**config.mk**
```make
export PLATFORM = sky130hd
export DESIGN_NAME = gtc_timer
export DESIGN_NICKNAME = d
export VERILOG_FILES = /design/src/gtc_pkg.sv /design/src/gtc_sync.sv /design/src/gtc_timer.sv
export SDC_FILE = /design/constraint.sdc
export NUM_CORES = 1
export LEC_CHECK = 0
export BUFFER_PORTS_ARGS = -buffer_cell sky130_fd_sc_hd__buf_2
export CAP_MARGIN = 25
export CORE_MARGIN = 10
export CORE_UTILIZATION = 59
export DETAILED_ROUTE_END_ITERATION = 10
export PLACE_DENSITY = 0.84
export SLEW_MARGIN = 0
export SYNTH_ARGS = -nofsm -noshare
export SYNTH_HDL_FRONTEND = slang
export SYNTH_HIERARCHICAL = 1
export SYNTH_SLANG_ARGS = --single-unit
```
**constraint.sdc**
```tcl
create_clock -name clk -period 2.93 [get_ports clk]
set_clock_uncertainty 0.05 [all_clocks]
set_input_delay 0.293 -clock clk [delete_from_list [all_inputs] [get_ports clk]]
set_output_delay 0.293 -clock clk [all_outputs]
set_load 0.01 [all_outputs]
```
**src/gtc_pkg.sv**
```systemverilog
// Package with register offsets, field positions, reset values and timing counts for the gated counter.
package gtc_pkg;
	localparam logic [3:0] GTC_ADDR_LOW = 4'h0;
	localparam logic [3:0] GTC_ADDR_HIGH = 4'h1;
	localparam logic [3:0] GTC_ADDR_CTRL = 4'h2;
	localparam logic [3:0] GTC_ADDR_GATE = 4'h3;
	localparam logic [3:0] GTC_ADDR_STAT = 4'h4;
	localparam int GTC_CTRL_RUN = 0;
	localparam int GTC_CTRL_SYNCDIS = 2;
	localparam int GTC_CTRL_OSCEN = 3;
	localparam int GTC_CTRL_PS_LO = 4;
	localparam int GTC_CTRL_CS_LO = 6;
	localparam int GTC_GATE_SS_LO = 0;
	localparam int GTC_GATE_TM = 5;
	localparam int GTC_GATE_POL = 6;
	localparam int GTC_GATE_EN = 7;
	localparam int GTC_STAT_OVF = 0;
	localparam int GTC_STAT_OSCRDY = 1;
	localparam int GTC_STAT_GVAL = 2;
	localparam logic [7:0] GTC_CTRL_RESET = 8'h00;
	localparam logic [7:0] GTC_GATE_RESET = 8'h00;
	localparam logic [1:0] GTC_CS_INSTR = 2'h0;
	localparam logic [1:0] GTC_CS_SYS = 2'h1;
	localparam logic [1:0] GTC_CS_EXT = 2'h2;
	localparam logic [1:0] GTC_CS_LFOSC = 2'h3;
	localparam logic [1:0] GTC_GS_PIN = 2'h0;
	localparam logic [1:0] GTC_GS_WRAP = 2'h1;
	localparam logic [1:0] GTC_GS_CMP1 = 2'h2;
	localparam logic [1:0] GTC_GS_CMP2 = 2'h3;
	localparam logic [10:0] GTC_OSC_READY_CYCLES = 11'h400;
	localparam logic [1:0] GTC_INSTR_DIV_LAST = 2'h3;
	localparam logic [15:0] GTC_COUNT_MAX = 16'hFFFF;
endpackage : gtc_pkg

```
**src/gtc_sync.sv**
```systemverilog
// Three-stage synchroniser with agreement filter for one pin input.
module gtc_sync
(
	input wire logic clk,
	input wire logic rst,
	input wire logic pin,
	output logic level
);
	logic meta;
	logic s2;
	logic s3;
	always_ff @(posedge clk or posedge rst)
	begin
		if (rst)
		begin
			meta <= 1'b0;
			s2 <= 1'b0;
			s3 <= 1'b0;
			level <= 1'b0;
		end
		else
		begin
			meta <= pin;
			s2 <= meta;
			s3 <= s2;
			if (s2 == s3)
			begin
				level <= s3;
			end
		end
	end
endmodule : gtc_sync

```
**src/gtc_timer.sv**
```systemverilog
// Gated 16-bit timer and counter with prescaler, clock select, gate and secondary oscillator ready status.
// How it works
// - Sixteen-bit counter, byte writes load it directly.
// - Run off stops; gate enable restricts counting.
// - Clock select picks instruction, system, external, oscillator.
// - Internal source counts through prescaler as timer.
// - System clock advances four counts per instruction.
// - External pin counts rising edges, always synchronised.
// - Falling edge needed before first counted rise.
// - Prescaler divides 1/2/4/8, cleared by byte writes.
// - Oscillator enable clears ready; 1024 cycles set it.
// - Byte reads always return a valid value.
// - Gate polarity chooses active level for counting.
// - Gate source selects pin, wrap, comparator one, two.
// - Companion timer wrap pulses the gate logic.
// - Toggle mode flips gate on each gate source rise.
// - Toggle flip-flop held clear while toggle off.
// - Prescale codes 00,01,10,11 divide 1,2,4,8.
// - Run off clears the gate flip-flop.
// - Rollover FFFF to 0000 sets overflow flag.
module gtc_timer
(
	input wire logic clk,
	input wire logic rst,
	input wire logic [3:0] addr,
	input wire logic [7:0] wdata,
	input wire logic wr,
	input wire logic rd,
	output logic [7:0] rdata,
	input wire logic ext_clock_pin,
	input wire logic crystal_in_pin,
	input wire logic low_freq_internal_osc,
	input wire logic gate_pin,
	input wire logic companion_timer_wrap_pulse,
	input wire logic comparator_one_out,
	input wire logic comparator_two_out,
	input wire logic ovf_clear,
	output logic overflow_flag,
	output logic secondary_osc_ready
);
	import gtc_pkg::*;

	typedef enum logic [1:0] {GTC_ARM_IDLE = 2'b00, GTC_ARM_WAIT_LOW = 2'b01, GTC_ARM_READY = 2'b11} gtc_arm_t;

	logic [7:0] ctrl;
	logic [7:0] gate_cfg;
	logic [15:0] count;
	logic [2:0] prescale;
	logic [1:0] instr_div;
	logic gate_ff;
	logic gate_prev;
	logic ext_prev;
	logic osc_prev;
	logic lf_prev;
	logic [10:0] osc_cnt;
	gtc_arm_t arm;
	gtc_arm_t next_arm;

	logic ext_sync;
	logic osc_sync;
	logic lf_sync;
	logic gpin_sync;

	gtc_sync u_sync_ext (.clk(clk), .rst(rst), .pin(ext_clock_pin), .level(ext_sync));
	gtc_sync u_sync_osc (.clk(clk), .rst(rst), .pin(crystal_in_pin), .level(osc_sync));
	gtc_sync u_sync_lf (.clk(clk), .rst(rst), .pin(low_freq_internal_osc), .level(lf_sync));
	gtc_sync u_sync_gate (.clk(clk), .rst(rst), .pin(gate_pin), .level(gpin_sync));

	wire run_bit = ctrl[GTC_CTRL_RUN];
	wire secondary_osc_enable = ctrl[GTC_CTRL_OSCEN];
	wire [1:0] prescale_select = ctrl[GTC_CTRL_PS_LO +: 2];
	wire [1:0] clock_select = ctrl[GTC_CTRL_CS_LO +: 2];
	wire [1:0] gate_source_select = gate_cfg[GTC_GATE_SS_LO +: 2];
	wire gate_toggle_enable = gate_cfg[GTC_GATE_TM];
	wire gate_polarity = gate_cfg[GTC_GATE_POL];
	wire gate_enable_bit = gate_cfg[GTC_GATE_EN];

	wire wr_low = wr && (addr == GTC_ADDR_LOW);
	wire wr_high = wr && (addr == GTC_ADDR_HIGH);
	wire wr_count = wr_low || wr_high;
	wire wr_ctrl = wr && (addr == GTC_ADDR_CTRL);
	wire wr_gate = wr && (addr == GTC_ADDR_GATE);
	wire osc_en_rise = wr_ctrl && wdata[GTC_CTRL_OSCEN] && !secondary_osc_enable;

	// Rising edges of every source after the synchronisers; in unsynchronised mode the
	// pin still crosses the same filter here, since this block has a single clock domain.
	wire ext_rise = ext_sync && !ext_prev;
	wire ext_fall = !ext_sync && ext_prev;
	wire osc_rise = osc_sync && !osc_prev;
	wire lf_rise = lf_sync && !lf_prev;
	wire instr_tick = (instr_div == GTC_INSTR_DIV_LAST);
	wire use_pin = (clock_select == GTC_CS_EXT) && !secondary_osc_enable;

	// Counter mode needs a falling edge before the first counted rise.
	wire pin_rise_ok = ext_rise && (arm == GTC_ARM_READY);

	logic src_tick;
	always_comb
	begin
		case (clock_select)
			GTC_CS_INSTR: src_tick = instr_tick;
			GTC_CS_SYS: src_tick = 1'b1;
			GTC_CS_EXT: src_tick = secondary_osc_enable ? osc_rise : pin_rise_ok;
			GTC_CS_LFOSC: src_tick = lf_rise;
			default: src_tick = 1'b0;
		endcase
	end

	logic gate_src;
	always_comb
	begin
		case (gate_source_select)
			GTC_GS_PIN: gate_src = gpin_sync;
			GTC_GS_WRAP: gate_src = companion_timer_wrap_pulse;
			GTC_GS_CMP1: gate_src = comparator_one_out;
			GTC_GS_CMP2: gate_src = comparator_two_out;
			default: gate_src = 1'b0;
		endcase
	end

	wire gate_src_rise = gate_src && !gate_prev;
	wire gate_value = gate_toggle_enable ? gate_ff : gate_src;
	wire gate_active = (gate_value == gate_polarity);
	wire count_enable = run_bit && (!gate_enable_bit || gate_active);

	logic [2:0] ps_mask;
	always_comb
	begin
		case (prescale_select)
			2'h0: ps_mask = 3'h0;
			2'h1: ps_mask = 3'h1;
			2'h2: ps_mask = 3'h3;
			2'h3: ps_mask = 3'h7;
			default: ps_mask = 3'h0;
		endcase
	end

	wire ps_tick = src_tick && count_enable;
	wire ps_out = ps_tick && ((prescale & ps_mask) == ps_mask);
	wire [15:0] next_count = count + 16'h0001;
	wire wrap = ps_out && !wr_count && (count == GTC_COUNT_MAX);

	always_comb
	begin
		next_arm = arm;
		case (arm)
			GTC_ARM_IDLE: if (run_bit && use_pin) next_arm = GTC_ARM_WAIT_LOW;
			GTC_ARM_WAIT_LOW: if (ext_fall) next_arm = GTC_ARM_READY;
			GTC_ARM_READY: if (!run_bit || !use_pin) next_arm = GTC_ARM_IDLE;
			default: next_arm = GTC_ARM_IDLE;
		endcase
		if (wr_count)
		begin
			next_arm = GTC_ARM_WAIT_LOW;
		end
	end

	always_ff @(posedge clk or posedge rst)
	begin
		if (rst)
		begin
			ext_prev <= 1'b0;
			osc_prev <= 1'b0;
			lf_prev <= 1'b0;
			gate_prev <= 1'b0;
			instr_div <= 2'h0;
			arm <= GTC_ARM_IDLE;
		end
		else
		begin
			ext_prev <= ext_sync;
			osc_prev <= osc_sync;
			lf_prev <= lf_sync;
			gate_prev <= gate_src;
			instr_div <= instr_div + 2'h1;
			arm <= next_arm;
		end
	end

	always_ff @(posedge clk or posedge rst)
	begin
		if (rst)
		begin
			ctrl <= GTC_CTRL_RESET;
			gate_cfg <= GTC_GATE_RESET;
		end
		else
		begin
			if (wr_ctrl)
			begin
				ctrl <= {wdata[7:2], 1'b0, wdata[0]};
			end
			if (wr_gate)
			begin
				gate_cfg <= {wdata[7:5], 3'h0, wdata[1:0]};
			end
		end
	end

	always_ff @(posedge clk or posedge rst)
	begin
		if (rst)
		begin
			count <= 16'h0000;
			prescale <= 3'h0;
		end
		else if (wr_count)
		begin
			prescale <= 3'h0;
			if (wr_low)
			begin
				count[7:0] <= wdata;
			end
			else
			begin
				count[15:8] <= wdata;
			end
		end
		else if (ps_tick)
		begin
			prescale <= ps_out ? 3'h0 : prescale + 3'h1;
			if (ps_out)
			begin
				count <= next_count;
			end
		end
	end

	always_ff @(posedge clk or posedge rst)
	begin
		if (rst)
		begin
			gate_ff <= 1'b0;
		end
		else if (!run_bit || !gate_toggle_enable)
		begin
			gate_ff <= 1'b0;
		end
		else if (gate_src_rise)
		begin
			gate_ff <= !gate_ff;
		end
	end

	always_ff @(posedge clk or posedge rst)
	begin
		if (rst)
		begin
			overflow_flag <= 1'b0;
		end
		else if (wrap)
		begin
			overflow_flag <= 1'b1;
		end
		else if (ovf_clear)
		begin
			overflow_flag <= 1'b0;
		end
	end

	always_ff @(posedge clk or posedge rst)
	begin
		if (rst)
		begin
			osc_cnt <= 11'h000;
			secondary_osc_ready <= 1'b0;
		end
		else if (osc_en_rise || !secondary_osc_enable)
		begin
			osc_cnt <= 11'h000;
			secondary_osc_ready <= 1'b0;
		end
		else if (osc_rise && !secondary_osc_ready)
		begin
			osc_cnt <= osc_cnt + 11'h001;
			if (osc_cnt + 11'h001 == GTC_OSC_READY_CYCLES)
			begin
				secondary_osc_ready <= 1'b1;
			end
		end
	end

	// Whole-byte snapshot of a single-clock counter, so every byte read is coherent.
	logic [7:0] next_rdata;
	always_comb
	begin
		case (addr)
			GTC_ADDR_LOW: next_rdata = count[7:0];
			GTC_ADDR_HIGH: next_rdata = count[15:8];
			GTC_ADDR_CTRL: next_rdata = ctrl;
			GTC_ADDR_GATE: next_rdata = {gate_cfg[7:3], gate_value, gate_cfg[1:0]};
			GTC_ADDR_STAT: next_rdata = {5'h00, gate_value, secondary_osc_ready, overflow_flag};
			default: next_rdata = 8'h00;
		endcase
	end

	always_ff @(posedge clk or posedge rst)
	begin
		if (rst)
		begin
			rdata <= 8'h00;
		end
		else
		begin
			rdata <= rd ? next_rdata : 8'h00;
		end
	end

	property p_run_off_holds;
		@(posedge clk) disable iff (rst)
		(!run_bit && !wr_count) |=> (count == $past(count));
	endproperty
	a_run_off_holds: assert property (p_run_off_holds) else $error("Counter moved while stopped.");

	property p_gate_blocks;
		@(posedge clk) disable iff (rst)
		(gate_enable_bit && !gate_active && !wr_count) |=> (count == $past(count));
	endproperty
	a_gate_blocks: assert property (p_gate_blocks) else $error("Counter moved with gate inactive.");

	property p_sys_four;
		@(posedge clk) disable iff (rst)
		(clock_select == GTC_CS_SYS && prescale_select == 2'h0 && run_bit && !gate_enable_bit && !wr_count)
			[*4] |=> (count == $past(count, 4) + 16'h0004);
	endproperty
	a_sys_four: assert property (p_sys_four) else $error("System clock did not give four counts.");

	property p_write_clears_ps;
		@(posedge clk) disable iff (rst)
		wr_count |=> (prescale == 3'h0);
	endproperty
	a_write_clears_ps: assert property (p_write_clears_ps) else $error("Prescaler not cleared by write.");

	property p_wrap_flag;
		@(posedge clk) disable iff (rst)
		wrap |=> (overflow_flag && count == 16'h0000);
	endproperty
	a_wrap_flag: assert property (p_wrap_flag) else $error("Rollover did not set flag.");

	property p_toggle_clear;
		@(posedge clk) disable iff (rst)
		(!gate_toggle_enable || !run_bit) |=> !gate_ff;
	endproperty
	a_toggle_clear: assert property (p_toggle_clear) else $error("Toggle flip-flop not held clear.");

	property p_osc_clear;
		@(posedge clk) disable iff (rst)
		osc_en_rise |=> !secondary_osc_ready;
	endproperty
	a_osc_clear: assert property (p_osc_clear) else $error("Oscillator ready not cleared.");

	property p_write_low;
		@(posedge clk) disable iff (rst)
		wr_low |=> (count[7:0] == $past(wdata));
	endproperty
	a_write_low: assert property (p_write_low) else $error("Low byte write lost.");

	property p_armed_after_write;
		@(posedge clk) disable iff (rst)
		wr_count |=> (arm != GTC_ARM_READY);
	endproperty
	a_armed_after_write: assert property (p_armed_after_write) else $error("Count armed without falling edge.");
endmodule : gtc_timer

```
[Word-level counts from Yosys, hierarchy flattened]
Cells that the tools add are included.
Word-level totals
  logic and storage cells: 148
  flip-flop bits (word level): 77
  bits of input ports: 24
  output and inout bits: 10
Cells by class
  bitwise gates (word level): 1
  equal/unequal tests: 29
  reduce and logical (&&, ||, !) cells: 53
  add/subtract/negate cells: 4
  multiplexer cells: 29
Operators with widths (count)
  $mux 16: 3
  $pmux 8 s5: 1
  $mux 8: 3
  $mux 11: 2
  $logic_and 1x1->1: 20
  $add 16x1->16 const B: 1
  $eq 16x16->1 const B: 1
  $eq 2x2->1 const B: 8
  $logic_not 1->1: 13
  $pmux 3 s4: 1
  $reduce_bool 2->1: 6
  $add 11x1->11 const B: 1
  $eq 11x11->1 const B: 1
  $mux 1: 9
  $mux 3: 3
  $reduce_and 3->1: 3
  $eq 2x1->1 const B: 4
  $eq 4x2->1 const B: 2
  $logic_not 2->1: 4
  $mux 2: 4
  $pmux 1 s4: 2
  $ne 3x3->1 const B: 2
  $pmux 2 s3: 1
  $eq 1x1->1: 5
  11 further kinds: 16

[Depth between registers and ports, before layout]
  depth after elaboration: 11
  mapped depth: 8
  depth with buffers taken out: 7

[By module]
The synthesis kept the hierarchy.
Modules (own cells, without submodules)
  gtc_timer: instances 1, area an instance 3291.9 um^2, seq. area each 1526.5 um^2, cells an instance 327
  gtc_sync: instances 4, area an instance 115.1 um^2, seq. area each 100.1 um^2, cells an instance 6

[Least setup slack after synthesis]
OpenSTA, ideal clock, no wires.
  path kind: flip-flop to flip-flop
  from: register ctrl[6]
  to: register count[0]
  slack: 0.791 ns
  required time: 2.784 ns
  period minus slack after synthesis: 2.139 ns
  setup time: 0.096 ns
  arrival: 1.994 ns
  buffers on the path: 1
  stages on the path, launching flop included: 8
  cells stage by stage: dfrtp_1 > nand3b_1 > or3b_2 > o221a_2 > a211oi_2 > buf_4 > a211oi_1 > a311oi_2
On the way
  longest elaborated chain between the ends: 6
  elaborated cells between the ends (all ways): 10
  classes of those cells: eq/ne: 3; mux: 1; reduce/logical: 6
RTL lines
  start, declared: RTL line gtc_timer.sv:45  | logic [7:0] ctrl;
  start signal, assigned: RTL line gtc_timer.sv:191  | ctrl <= {wdata[7:2], 1'b0, wdata[0]};
  $eq 2x2->1 (tied with other cells): RTL line gtc_timer.sv:100  | case (clock_select)
  $pmux 1 s4 (*): RTL line gtc_timer.sv:100
  $logic_and 1x1->1 (*): RTL line gtc_timer.sv:138  | wire ps_tick = src_tick && count_enable;
  $logic_and 1x1->1: RTL line gtc_timer.sv:139  | wire ps_out = ps_tick && ((prescale & ps_mask) == ps_mask);
  $reduce_bool 2->1 (no source line)
  $reduce_and 3->1 (no source line) (*)
  end signal, assigned: RTL line gtc_timer.sv:212  | count[7:0] <= wdata;
  end signal, assigned: RTL line gtc_timer.sv:224  | count <= next_count;
  end, declared: RTL line gtc_timer.sv:47  | logic [15:0] count;
Mark *: on every way between the ends. The rest lies on a longest branch, timed or not.
A chain may end at the register's enable or synchronous reset.

[Final worst setup path]
  from: register ctrl[6]
  to: register count[1]
The elaborated chain is that of the path after synthesis.

==> flow_metrics.py <==
metrics = {
    "global_route": {
        "grt_pass1_vias": 2984,
        "grt_max_degree": 62,
        "top_usage_layer": "met2",
        "met3_usage": 0.04291,
        "overflow": 0,
        "grt_use_total": 0.1872,
        "grt_pass1_wl_microns": 15140,
        "met1_usage": 0.2473,
        "grt_use_met2": 0.2832,
        "antenna_found_initial": 0,
    },
    "placed_design": {
        "place_ws_ns": 0.5528,
        "hpwl_microns": 6380,
        "io_buffers": 33,
        "place_inst": 455,
        "gp_congestion": 1.049,
    },
    "synthesis": {
        "synth_cell_types": 66,
        "netlist.area_leader.share": 0.5135,
        "synth_fp_nets": 379,
        "syn_area_per_cell_sq_um": 10.69,
        "synthArstFlopShare": 1.000,
        "synth_top_area_cell": "dfrtp_1",
        "synth_seq_cells": 77,
        "syn-cell-area_sq_um": 3752,
        "synthTopCellsByArea": "dfrtp_1 51%, mux2_2 3.6%, a21oi_1 3.1%",
        "synth_edf_count": 0,
        "ys_seq_area_frac": 0.5135,
        "yosysWarnings": 6,
        "synth_cells": 351,
        "synthFlopType": "dfrtp_1",
    },
    "timing": {
        "fmax_ghz": 0.4104,
        "grt_setup_unrepaired": "false",
        "worstMarginPinSlew_ns": 0.7178,
        "relSlewSlack": 0.5203,
        "fin_crit_sh": 0.8316,
        "finalSetupTns_ns": 0,
        "min_period_ns": 2.436,
        "worst_slack_ns": 0.4935,
        "setup_viol": 0,
        "drv_slew": 0,
        "finalHoldViolations": 0,
    },
    "power": {
        "p_int_mw": 1.965,
        "leakage_nw": 1.909,
        "switching_share": 0.3314,
        "p_clk_frac": 0.284,
        "vdd_ir_drop_max_v": 0.0004464,
        "combPwrFrac": 0.225,
        "p_total_mw": 2.938,
        "pwr-share-seq": 0.491,
        "p_per_area_nw_per_um2": 684.5,
        "p_switching_mw": 0.9738,
    },
    "floorplan": {
        "die_w_microns": 99.75,
        "dieArea_sq_um": 9950,
        "core_region_area_sq_um": 6061,
        "start_util": 0.6191,
        "ioPinCount": 34,
        "row_count": 28,
        "dieHeight_microns": 99.75,
    },
    "clock_network": {
        "cts-resized-gates": 0,
        "clock_latency_ns": 0.36,
        "clock_sinks": 77,
        "clockBufferDepth": 2,
        "clkTransAtPathRegs_ns": 0.08,
        "cts_tree": "yes",
        "clockRootBuffer": "clkbuf_8",
        "cts_made_buffers": 9,
        "htreeDepth": 3,
    },
    "worst_setup_path": {
        "crit_type": "reg -> reg",
        "crit_buf_inv": 0,
        "rr_worst_depth": 6,
        "reg2reg_slack_ns": 0.49,
        "rr_startpoint": "ctrl[6]$_DFFE_PP0P_",
        "slowest_delay_ns": 0.51,
        "crit_path_cell_trace": "nand3b_1 -> or3b_2 -> o221ai_1 -> o211ai_1 -> o21ai_2 -> a31oi_1",
        "arrival_ns": 2.61,
        "cp_top_family": "compound AO/OA/AOI/OAI gates",
        "reg2reg_to": "count[1]$_DFFE_PP0P_",
        "cp-end-kind": "register",
        "critPathMaxFanout": 7,
        "slowest_stage": "or3b_2",
        "critPathLaunchType": "register",
        "crit_required_ns": 3.10,
    },
    "min_path": {
        "hold_path_depth": 2,
        "hold_start": "ovf_clear",
        "min_path_type": "in -> reg",
        "min_to": "overflow_flag$_DFFE_PP0P_",
    },
    "outcome": {
        "status": "finished, final reports clean",
    },
    "routing": {
        "final_antenna_net_count": 0,
        "num_vias": 3041,
        "wl_per_cell_microns": 18.93,
        "vias_per_cell": 6.389,
        "dr.first_iter.drc_count": 319,
        "drc": 0,
        "drtPass1Iterations": 7,
        "drt_wl_total_microns": 9013,
    },
    "layout": {
        "area_growth_pct": 14.40,
        "diodes": 0,
        "multi_input_area_sq_um": 1718,
        "finalNetCount": 424,
        "stdcell_count": 476,
        "drive_above_1_share": 0.2269,
        "final_cell_mix": "77 x dfrtp_1, 33 x buf_2, 24 x nor2_1, 24 x nand2_1, 23 x a21oi_1",
        "mostFrequentLayoutCell": "dfrtp_1",
        "regArea_sq_um": 1927,
        "fillerInstances": 435,
    },
    "job": {
        "cap_viol_max_count": 0,
    },
}
[registers in the layout, summed over array words and instances, names as in the netlist, 2 cells and up]
register,count
count,16
ctrl,7
osc_cnt,11
rdata,8
prescale,3
instr_div,2
arm,2
gate_cfg,5
[through the flow]
| step | hold WS, ns | cell area (sq um) | util |
|---|---|---|---|
| floorplan | 0.009082 | 3752 | - |
| global placement | 0.1682 | 4036 | 0.6660 |
| detailed placement | 0.1783 | 4036 | 0.6660 |
| CTS | 0.08528 | 4293 | 0.7083 |
| global route | 0.09494 | 4293 | 0.7083 |
| finish | 0.09435 | 4293 | 0.7083 |
[cell type report]
type | instances | share of cell area
Clock buffer | 10 | 0.03206
Clock inverter | 6 | 0.01603
Inverter | 14 | 0.01224
Multi-Input combinational cell | 247 | 0.4002
Sequential cell | 77 | 0.4488
Tap cell | 75 | 0.02186
Timing Repair Buffer | 47 | 0.06878
[logic make-up after synthesis]
group / after synthesis / synth area share
AND/OR/NAND/NOR: 122 / 0.1767
AO/OA/AOI/OAI: 77 / 0.1434
flip-flops: 77 / 0.5135
buffers and inverters: 27 / 0.02868
multiplexers: 24 / 0.07469
XOR/XNOR: 15 / 0.03501
adder cells (fa/ha/maj): 9 / 0.02801
[routing by layer]
layer | routed length [microns] | share of wire
met1 | 3804 | 0.42
met5 | 0 | 0
met4 | 193 | 0.021
met3 | 755 | 0.084
met2 | 4259 | 0.47
[worst reg2reg max path, delay by kind of cell, from the launching register on]
family,cells,cell delay [ns]
AO/OA/AOI/OAI,4,1.09
flip-flops,1,0.43
AND/OR/NAND/NOR,2,0.74
[power by group through the flow]
stage                     combinational [mW]  clock (mW)  sequential, mW
after floorplan                        0.492           0            1.39
after global placement                 0.613           0            1.45
after detailed placement               0.641           0            1.46
after CTS                              0.656       0.843            1.44
after global routing                   0.730       0.895            1.47
final                                  0.661       0.836            1.44
[synthesized netlist by cell type (all sizes together) (4+ instances only)]
library cell	n
dfrtp	77
nand2	24
nor2	24
a21oi	23
and2	14
inv	14
mux2	12
nor3	12
mux2i	11
xnor2	10
nand4	9
o21ai	9
clkbuf	8
a311oi	7
and3	7
a31oi	6
nand3	6
buf	5
maj3	5
xor2	5
a211oi	4
ha	4
nand3b	4
o22ai	4
[what timing repair did]
| action | 4_1_cts | 5_1_grt |
|---|---|---|
| hold buffers | 5 | 0 |
| hold endpoints to repair | 68 | 0 |
| setup buffers | 0 | 0 |
[how the worst max path moves through the flow]
stage / from / depth (start not counted) / to
floorplan: ctrl[6]$_DFFE_PP0P_ / 7 / count[0]$_DFFE_PP0P_
detailed placement: ctrl[6]$_DFFE_PP0P_ / 7 / count[0]$_DFFE_PP0P_
global route: ctrl[6]$_DFFE_PP0P_ / 6 / count[1]$_DFFE_PP0P_
global placement: ctrl[6]$_DFFE_PP0P_ / 7 / count[0]$_DFFE_PP0P_
finish: ctrl[6]$_DFFE_PP0P_ / 6 / count[1]$_DFFE_PP0P_
CTS: ctrl[6]$_DFFE_PP0P_ / 6 / count[1]$_DFFE_PP0P_
Power figures use the tool's default switching activity.
